**config.mk**
```make
export PLATFORM = sky130hd
export DESIGN_NAME = arr_result_bank
export DESIGN_NICKNAME = d
export VERILOG_FILES = /design/src/rtl/arr_pkg.sv /design/src/rtl/arr_word_store.sv /design/src/rtl/arr_result_bank.sv
export SDC_FILE = /design/constraint.sdc
export NUM_CORES = 1
export LEC_CHECK = 0
export BUFFER_PORTS_ARGS = -buffer_cell sky130_fd_sc_hd__clkbuf_2
export CAP_MARGIN = 5
export CORE_ASPECT_RATIO = 1.25
export CORE_MARGIN = 2
export CORE_UTILIZATION = 60
export DETAILED_ROUTE_END_ITERATION = 12
export PLACE_DENSITY = 0.86
export SLEW_MARGIN = 20
export SYNTH_ARGS = -nofsm -noshare
export SYNTH_HDL_FRONTEND = slang
export SYNTH_SLANG_ARGS = --single-unit
```
**constraint.sdc**
```tcl
create_clock -name sys_clk -period 3.2 [get_ports sys_clk]
set_input_delay 0.32 -clock sys_clk [delete_from_list [all_inputs] [get_ports sys_clk]]
set_output_delay 0.32 -clock sys_clk [all_outputs]
set_load 0.03 [all_outputs]
```
**src/rtl/arr_pkg.sv**
```systemverilog
// Package of offsets, widths and reset values for the result register bank.
package arr_pkg;

	// ==========================================================
	// Register offsets
	localparam logic [7:0] OFS_CHARGE_CURRENT_LOW = 8'h1A;
	localparam logic [7:0] OFS_BUS_VOLTAGE_HIGH = 8'h1B;
	localparam logic [7:0] OFS_BUS_VOLTAGE_LOW = 8'h1C;
	localparam logic [7:0] OFS_BATTERY_VOLTAGE_HIGH = 8'h1D;
	localparam logic [7:0] OFS_BATTERY_VOLTAGE_LOW = 8'h1E;
	localparam logic [7:0] OFS_TOP_CELL_VOLTAGE_HIGH = 8'h1F;

	// ==========================================================
	// Field layout and reset values
	localparam int RESULT_WIDTH = 16;
	localparam int SIGN_BIT = 15;
	localparam int HIGH_BYTE_LSB = 8;
	localparam logic [7:0] RESULT_RESET = 8'h00;
	localparam logic [15:0] WORD_RESET = 16'h0000;

	// ==========================================================
	// Result channel selector
	typedef enum logic [1:0] {
		CH_CHARGE_CURRENT,
		CH_BUS_VOLTAGE,
		CH_BATTERY_VOLTAGE,
		CH_TOP_CELL_VOLTAGE
	} arr_channel_t;

endpackage

```
**src/rtl/arr_word_store.sv**
```systemverilog
// Small memory of result words with a registered read port.
`timescale 1ns/1ps
module arr_word_store #(
	parameter int WIDTH = 16,
	parameter int DEPTH = 4
) (
	// Clock and reset
	input wire logic sys_clk,
	input wire logic sys_rst,
	input wire logic clearAll,
	// Write port
	input wire logic wrEn,
	input wire logic [$clog2(DEPTH)-1:0] wrAddr,
	input wire logic [WIDTH-1:0] wrData,
	// Read port
	input wire logic [$clog2(DEPTH)-1:0] rdAddr,
	output logic [WIDTH-1:0] rdData
);

	initial begin
		if (WIDTH < 1 || DEPTH < 2) begin
			$error("arr_word_store: unsupported size");
		end
	end

	logic [WIDTH-1:0] mem [DEPTH];

	// Words are written whole, so both halves of a sample change together.
	always_ff @(posedge sys_clk) begin
		for (int i = 0; i < DEPTH; i++) begin
			if (sys_rst || clearAll) begin
				mem[i] <= '0;
			end else if (wrEn && wrAddr == i[$clog2(DEPTH)-1:0]) begin
				mem[i] <= wrData;
			end
		end
	end

	// Read data comes from a register.
	always_ff @(posedge sys_clk) begin
		if (sys_rst || clearAll) begin
			rdData <= '0;
		end else begin
			rdData <= mem[rdAddr];
		end
	end

endmodule

```
**src/rtl/arr_result_bank.sv**
```systemverilog
// Read-only bank of converter result registers on the serial register port.
// Contract
// - Bus and battery voltage results are signed 16-bit words, bit 15 sign.
// - Bus voltage high byte at 1Bh, low byte at 1Ch, 1 mV steps.
// - Bus voltage low byte weights 128 mV down to 1 mV.
// - Battery voltage high byte at 1Dh, bit 7 sign.
// - Battery voltage low byte at 1Eh, 1 mV per step.
// - Charge current low byte is read-only, 1 mA per step.
// - Top-cell voltage high byte at 1Fh holds bits 15:8, resets to zero.
// - All results read-only, cleared by register reset, kept on watchdog expiry.
`timescale 1ns/1ps
module arr_result_bank #(
	parameter int RESULT_WIDTH = arr_pkg::RESULT_WIDTH
) (
	// Clock and reset
	input wire logic sys_clk,
	input wire logic sys_rst,
	// Register reset command and watchdog expiry
	input wire logic regResetCmd,
	input wire logic watchdogExpired,
	// Converter result delivery
	input wire logic resultValid,
	input wire logic [1:0] resultChannel,
	input wire logic [RESULT_WIDTH-1:0] resultWord,
	// Register read port
	input wire logic rdStrobe,
	input wire logic [7:0] rdAddr,
	output logic [7:0] rdData,
	output logic rdValid,
	output logic rdHit
);

	// ==========================================================
	// Elaboration check
	initial begin
		if (RESULT_WIDTH != 16) begin
			$error("arr_result_bank: result words must be 16 bits");
		end
	end

	// ==========================================================
	// Address decode
	// Each mapped offset selects a word and a byte half.
	wire isCurLow = (rdAddr == arr_pkg::OFS_CHARGE_CURRENT_LOW);
	wire isBusHigh = (rdAddr == arr_pkg::OFS_BUS_VOLTAGE_HIGH);
	wire isBusLow = (rdAddr == arr_pkg::OFS_BUS_VOLTAGE_LOW);
	wire isBatHigh = (rdAddr == arr_pkg::OFS_BATTERY_VOLTAGE_HIGH);
	wire isBatLow = (rdAddr == arr_pkg::OFS_BATTERY_VOLTAGE_LOW);
	wire isTopHigh = (rdAddr == arr_pkg::OFS_TOP_CELL_VOLTAGE_HIGH);
	wire addrHit = isCurLow | isBusHigh | isBusLow | isBatHigh | isBatLow | isTopHigh;

	// Word selection for the store read port.
	logic [1:0] rdWord;
	always_comb begin
		if (isBusHigh || isBusLow) begin
			rdWord = 2'(arr_pkg::CH_BUS_VOLTAGE);
		end else if (isBatHigh || isBatLow) begin
			rdWord = 2'(arr_pkg::CH_BATTERY_VOLTAGE);
		end else if (isTopHigh) begin
			rdWord = 2'(arr_pkg::CH_TOP_CELL_VOLTAGE);
		end else begin
			rdWord = 2'(arr_pkg::CH_CHARGE_CURRENT);
		end
	end

	wire wantHigh = isBusHigh | isBatHigh | isTopHigh;

	// ==========================================================
	// Result storage
	// A register reset clears all results; watchdog expiry is not a clear.
	wire clearAll = regResetCmd;
	logic [RESULT_WIDTH-1:0] storeWord;

	// The whole 16-bit word is written in one cycle, high and low together.
	arr_word_store #(
		.WIDTH(RESULT_WIDTH),
		.DEPTH(4)
	) uStore (
		.sys_clk(sys_clk),
		.sys_rst(sys_rst),
		.clearAll(clearAll),
		.wrEn(resultValid),
		.wrAddr(resultChannel),
		.wrData(resultWord),
		.rdAddr(rdWord),
		.rdData(storeWord)
	);

	// ==========================================================
	// Read pipeline
	// Strobe, byte half and hit are delayed to line up with the store output.
	logic stbDly_reg;
	logic highDly_reg;
	logic hitDly_reg;
	always_ff @(posedge sys_clk) begin
		if (sys_rst) begin
			stbDly_reg <= 1'b0;
			highDly_reg <= 1'b0;
			hitDly_reg <= 1'b0;
		end else begin
			stbDly_reg <= rdStrobe;
			highDly_reg <= wantHigh;
			hitDly_reg <= addrHit;
		end
	end

	// Byte out of the selected word; unmapped offsets read zero.
	wire [7:0] byteSel = highDly_reg ? storeWord[RESULT_WIDTH-1:arr_pkg::HIGH_BYTE_LSB]
		: storeWord[arr_pkg::HIGH_BYTE_LSB-1:0];
	logic [7:0] rdData_next;
	assign rdData_next = hitDly_reg ? byteSel : arr_pkg::RESULT_RESET;

	// Data output register, captured on the delayed strobe and held after.
	always_ff @(posedge sys_clk) begin
		if (sys_rst || clearAll) begin
			rdData <= arr_pkg::RESULT_RESET;
			rdValid <= 1'b0;
			rdHit <= 1'b0;
		end else begin
			rdValid <= stbDly_reg;
			if (stbDly_reg) begin
				rdData <= rdData_next;
				rdHit <= hitDly_reg;
			end
		end
	end

	// The watchdog input is intentionally unused: results survive its expiry.
	wire unusedWatchdog = watchdogExpired;

endmodule

```
==> metrics.yaml, run 1 <==
hold_path:
  min_from: "sys_rst"
  min_to: "stbDly_reg"
  hp-class: "in -> reg"
  hold_depth: 2
drt:
  wl_per_cell_um: 16.72
  vias: 2347
  first_pass_iters: 4
  wirelength_um: 7355
  drt_iter0_drc: 144
  route.antenna.remaining_nets: 0
  remaining_drc_errors: 0
  via_per_inst: 5.334
pwr:
  pwr-share-clk_pct: 31.4
  pwr-share-seq_pct: 62.3
  cellLeakagePower_nw: 1.780
  internal-power_mw: 1.675
  netSwitchingFraction_pct: 23.05
  vdd_drop_max_mv: 0.2846
  netSwitchingPower_mw: 0.5018
  combPwrFrac_pct: 6.4
  power.density_mw_per_mm2: 503.7
clock_tree:
  cts_made_buffers: 9
  clk_pin_slew_ns: 0.09
  clock_latency_ns: 0.36
  cts_tree: "done"
  holdBufCountCts: 0
  cts_root_buffer: "clkbuf_8"
  clockBufferDepth: 2
  ctsResizeCount: 0
  htreeDepth: 3
  cts.sinks: 93
  post_cts.repair.setup_buffers: 0
timing:
  worst_slew_pin_slew_ns: 0.9554
  hold_violations: 0
  relSlewSlack_pct: 35.96
  fmax_mhz: 549.3
  final_max_slew_viol_count: 0
  finalCritPeriodShare_pct: 56.89
  tns_ns: 0
  min_period_ns: 1.821
  setup_viol: 0
  fin_ws_ns: 1.379
  rsz0062_at_grt: "false"
  clock_skew_ns: 0.01031
logic_synthesis:
  netlist_instances: 310
  yosysWarningCount: 0
  ys_types: 32
  syn_nets: 342
  netlist_area_mm2: 0.003899
  ys_seq_elements: 93
  seq_area_frac_synth_pct: 64.18
  avgSynthCellArea_um2: 12.58
critical_path:
  rr_worst_depth: 3
  crit_path_start_kind: "input port"
  reg2reg_slack_ns: 1.86
  crit_path_end_kind: "register"
  slowest_stage: "nand3_1"
  critical_path.cell_chain: "clkbuf_2 -> and2b_1 -> and3_2 -> nand3_1 -> o221ai_1"
  critical-path-top-delay-family: "simple AND/OR/NAND/NOR gates"
  required_ns: 3.45
  slowest_delay_ns: 0.51
  r2r_start: "highDly_reg"
  r2r_end: "rdData[5]"
  arrival_ns: 2.07
  worstPathMaxFanout: 17
  path_buf_inv: 1
  crit_type: "in -> reg"
floorplan:
  core.rowCount: 32
  fp.coreArea_mm2: 0.006246
  start_util_pct: 62.42
  die_y_um: 94.13
  die_x_um: 76.10
  io_pins: 42
  dieArea_mm2: 0.007163
final_layout:
  largest_reg_flops: 64
  drive_gt1_share_pct: 20.00
  largestRegisters: "uStore.mem (64), uStore.rdData (16), rdData (8)"
  syn_to_final_growth_pct: 10.85
  regMostFlops: "uStore.mem"
  nNetsFinal: 382
  antenna-diode-count: 0
global_routing:
  track_usage_pct: 22.41
  grt_pass1_vias: 2378
  grt-ovfl-total: 0
  grt_pass1_wl_um: 11900
  antenna_found_initial: 0
  grt_max_degree: 18
placement:
  place_ws_ns: 0.9940
  hpwl_um: 4806
  gp_congestion: 0.7286
  port_buffers: 40
job:
  max_cap_viol_count: 0
outcome:
  status: "finished, final reports clean"
==> layout make-up <==
type                    instances  area, um^2
multi-input cells             185        1256
repair buffers                 43       222.7
well taps                      85       106.4
clock inverters                 6       38.79
inverters                      18       67.56
fillers                       464        1924
flip-flops and latches         93        2502
clock buffers                  10       127.6
==> worst max-delay path by stage <==
stage	from	end	slack [ns]	cells past startpoint
after floorplan	resultValid	uStore.mem[1][0]	1.22	2
after global placement	rdAddr[3]	uStore.rdData[8]	1.04	5
after detailed placement	rdAddr[3]	uStore.rdData[8]	0.99	5
after CTS	rdAddr[3]	uStore.rdData[8]	1.37	5
after global routing	rdAddr[3]	uStore.rdData[8]	1.18	5
final	rdAddr[3]	uStore.rdData[8]	1.38	5
==> metrics by stage <==
step           hold slack [ns]  area [um^2]  power, mW  utilization, %  std cells
2_1_floorplan           0.3916         3899      1.466               -        310
3_3_place_gp            0.4309         4155      1.512           66.53        424
3_5_place_dp            0.4388         4155      1.522           66.53        424
4_1_cts                 0.1555         4322      2.182           69.19        440
5_1_grt                 0.1605         4322      2.257           69.19        440
6_report                0.1619         4322      2.177           69.19        440
==> cell usage in the layout, fill, tap and decap left out, drive strengths merged, types with 8 or more instances in the layout <==
| master | count |
|---|---|
| and2 | 66 |
| edfxtp | 64 |
| clkbuf | 50 |
| dfxtp | 29 |
| nand2 | 20 |
| inv | 18 |
| mux2i | 16 |
| o221ai | 16 |
| nor2 | 16 |
| nand2b | 13 |
| mux2 | 9 |
| a22oi | 8 |
==> synth_stat cells (all sizes together) <==
| master | n | share of area [%] |
|---|---|---|
| clkbuf | 7 | 0.67 |
| o221ai | 16 | 3.6 |
| nor3 | 1 | 0.26 |
| nand2b | 13 | 2.1 |
| clkinv | 1 | 0.096 |
| or2 | 1 | 0.16 |
| nand2 | 20 | 1.9 |
| and3 | 1 | 0.19 |
| nor2b | 1 | 0.16 |
| a22oi | 8 | 1.5 |
| mux2 | 9 | 2.6 |
| nor2 | 16 | 1.6 |
| buf | 7 | 1.2 |
| nand3 | 2 | 0.26 |
| edfxtp | 64 | 49 |
| mux2i | 16 | 4.1 |
| and2b | 1 | 0.19 |
| o2111ai | 1 | 0.38 |
| a41oi | 1 | 0.42 |
| nor3b | 1 | 0.19 |
| or2b | 4 | 0.77 |
| or3b | 1 | 0.22 |
| and2 | 66 | 11 |
| dfxtp | 29 | 15 |
| o21ai | 2 | 0.26 |
| a21oi | 1 | 0.13 |
| a21o | 1 | 0.19 |
| nand3b | 2 | 0.38 |
| inv | 17 | 1.6 |
==> power groups by stage <==
stage / Combinational, mW / Clock, mW / Sequential [mW]
2_1_floorplan: 0.0881 / 0 / 1.38
3_3_place_gp: 0.133 / 0 / 1.38
3_5_place_dp: 0.139 / 0 / 1.38
4_1_cts: 0.140 / 0.686 / 1.36
5_1_grt: 0.154 / 0.743 / 1.36
6_report: 0.139 / 0.683 / 1.36
==> routing by layer <==
metal	vias to the layer above	GRT usage (%)	wire, um
li1	1157	-	-
met1	1122	25.47	2991
met2	56	41.52	4005
met3	12	4.423	252
met4	0	9.091	105
met5	-	0	0
==> cell families (layout without fill, tap and decap cells) <==
kind of cell,after synthesis,in the layout,share of synthesized area [%]
AO/OA/AOI/OAI,30,30,6.515
buffers and inverters,32,77,3.594
flip-flops,93,93,64.18
multiplexers,25,25,6.707
AND/OR/NAND/NOR,130,130,19.00
Power figures use the tool's default switching activity.
==> inputs of run 2 (changes only) <==
- CORE_UTILIZATION: 60 -> 52
- PLACE_DENSITY: 0.86 -> 0.8
- clock period: 3.2 -> 1.55 ns (I/O delays scaled with it)
==> run 2 against run 1 <==
Compared with the run above: sequential cell count unchanged; clock-buffer cell count increased by 3; sequential power increased by 110%; register-to-register slack got worse by 1.6 ns; combinational power increased by 120%; power increased by 110%; worst hold slack got worse by 0.13 ns; die area increased by 15%; non-clock buffer count increased by 12; clock skew decreased by 0.0013 ns; highest routed layer unchanged.
==> metrics.yaml, run 2 (synthesized netlist as in run 1, its figures left out) <==
critical_path:
  arrival_ns: 1.61  # -0.46 ns
  crit_end: "uStore.mem[2][7]"
  required_ns: 1.76  # -1.69 ns
  crit_path_end_kind: "register"
  worstPathMaxFanout: 16  # -1
  r2r_end: "rdData[6]"
  crit_path_start_kind: "input port"
  rr_worst_depth: 3  # unchanged
  reg2reg_slack_ns: 0.25  # -1.61 ns
  r2r_start: "highDly_reg"
  critPathLaunch: "regResetCmd"
  crit_type: "in -> reg"
timing:
  fin_ws_ns: 0.1503  # -1.229 ns
  clock_skew_ns: 0.009050  # -0.001262 ns
  hold_violations: 0  # unchanged
  relSlewSlack_pct: 28.82  # -7.1 points
  tns_ns: 0  # unchanged
  final_max_slew_viol_count: 0  # unchanged
  finalCritPeriodShare_pct: 90.30
  min_period_ns: 1.400
  fmax_mhz: 714.4
  worst_slew_pin_slew_ns: 1.064  # +0.1084 ns
  rsz0062_at_grt: "false"
  setup_viol: 0  # unchanged
final_layout:
  nNetsFinal: 394  # +3.1%
  layout_commonest_cell: "and2_1"
  mostFrequentLayoutCells: "66 x and2_1, 64 x edfxtp_1, 40 x clkbuf_2"
  regMostFlops: "uStore.mem"
  syn_to_final_growth_pct: 14.02
  antenna-diode-count: 0  # unchanged
  multiInputGateArea_mm2: 0.001256  # unchanged
  largestRegisters: "uStore.mem (64), uStore.rdData (16), rdData (8)"
  largest_reg_flops: 64  # unchanged
  final_area_mm2: 0.004446  # +2.9%
  drive_gt1_share_pct: 22.62  # +2.6 points
  fin_cells: 459  # +4.3%
  regArea_mm2: 0.002502  # unchanged
  fill_cells: 570  # +23%
clock_tree:
  clockBufferDepth: 2  # unchanged
  htreeDepth: 3  # unchanged
  cts_root_buffer: "clkbuf_8"
  holdBufCountCts: 0  # unchanged
  cts_tree: "done"
  cts.sinks: 93  # unchanged
  ctsResizeCount: 0  # unchanged
  post_cts.repair.setup_buffers: 0  # unchanged
  cts_made_buffers: 9  # unchanged
  clk_pin_slew_ns: 0.08  # about the same
  clock_latency_ns: 0.35  # about the same
outcome:
  status: "finished, final reports clean"
global_routing:
  grt-ovfl-total: 0  # unchanged
  grt_pass1_vias: 2478  # +4.2%
  antenna_found_initial: 0  # unchanged
  grt_max_degree: 17  # -1
  track_usage_pct: 19.91  # -2.5 points
  grt_pass1_wl_um: 11560  # -2.8%
floorplan:
  die_y_um: 100.8  # +7.1%
  die_x_um: 81.45  # +7.0%
  io_pins: 42  # unchanged
  fp.coreArea_mm2: 0.007313  # +17%
  dieArea_mm2: 0.008210  # +15%
  start_util_pct: 53.31  # -9.1 points
  core.rowCount: 35  # +9.4%
placement:
  place_ws_ns: -0.2320  # -1.226 ns
  placed_cell_area_mm2: 0.004267  # +2.7%
  hpwl_um: 4813  # +0.16%
  dp.cells: 443  # +4.5%
  port_buffers: 40  # unchanged
  gp_congestion: 0.7407  # +1.7%
pwr:
  power.total_mw: 4.575  # +110%
  cellLeakagePower_nw: 1.841  # +3.5%
  power.density_mw_per_mm2: 1029  # +100%
  vdd_drop_max_mv: 0.4890  # +72%
job:
  max_cap_viol_count: 0  # unchanged
drt:
  drt_iter0_drc: 136  # -5.6%
  route.antenna.remaining_nets: 0  # unchanged
  vias: 2463  # +4.9%
  remaining_drc_errors: 0  # unchanged
  wl_per_cell_um: 16.25  # -2.8%
  via_per_inst: 5.366  # +0.60%
  wirelength_um: 7458  # +1.4%
  first_pass_iters: 4  # unchanged
hold_path:
  hp-class: "in -> reg"
run 2: cell types whose count changed in the layout (fill, tap and decap cells not counted), sizes merged:
cell      before  now
clkbuf        50   53
inv           18   17
buf            3   15
clkinvlp       1    2
clkinv         5    2
run 2: how the worst min path moves through the flow:
stage                            end  slack (ns)  cells after the start      from
after global routing      stbDly_reg        0.03                      2  rdStrobe
after floorplan           stbDly_reg        0.23                      1   sys_rst
after detailed placement  stbDly_reg        0.40                      2  rdStrobe
final                     stbDly_reg        0.03                      2  rdStrobe
after global placement    stbDly_reg        0.40                      2  rdStrobe
after CTS                 stbDly_reg        0.02                      2  rdStrobe
run 2: metal layers:
metal,global-route usage (%),wire (um)
met1,20.80,2853
met2,35.50,3978
met3,4.122,342
met4,12.65,284
met5,0,0
run 2: where the power goes:
group          internal (mW)  switching, mW  leakage (nW)
Clock                  0.670          0.797        0.0857
Combinational          0.132          0.180         0.814
Sequential              2.76         0.0315         0.942
Total                   3.57           1.01          1.84
run 2: final cells by class:
class / count / share of cell area [%]
clock inverter: 3 / 0.4503
timing repair buffer: 55 / 7.318
sequential: 93 / 56.29
inverter: 18 / 1.520
multi-input combinational: 185 / 28.26
clock buffer: 13 / 3.574
tap: 92 / 2.589
run 2: critical path, cell delays in order:
cell and delay, ns:
clkbuf_2 0.09, or2_1 0.29, nor2_1 0.84, and2_1 0.24
run 2: through the flow:
step	utilization, %	hold WS [ns]
after floorplan	-	0.2266
after global placement	58.34	0.4021
after detailed placement	58.34	0.3957
after CTS	60.79	0.02016
after global routing	60.79	0.02505
final	60.79	0.03023
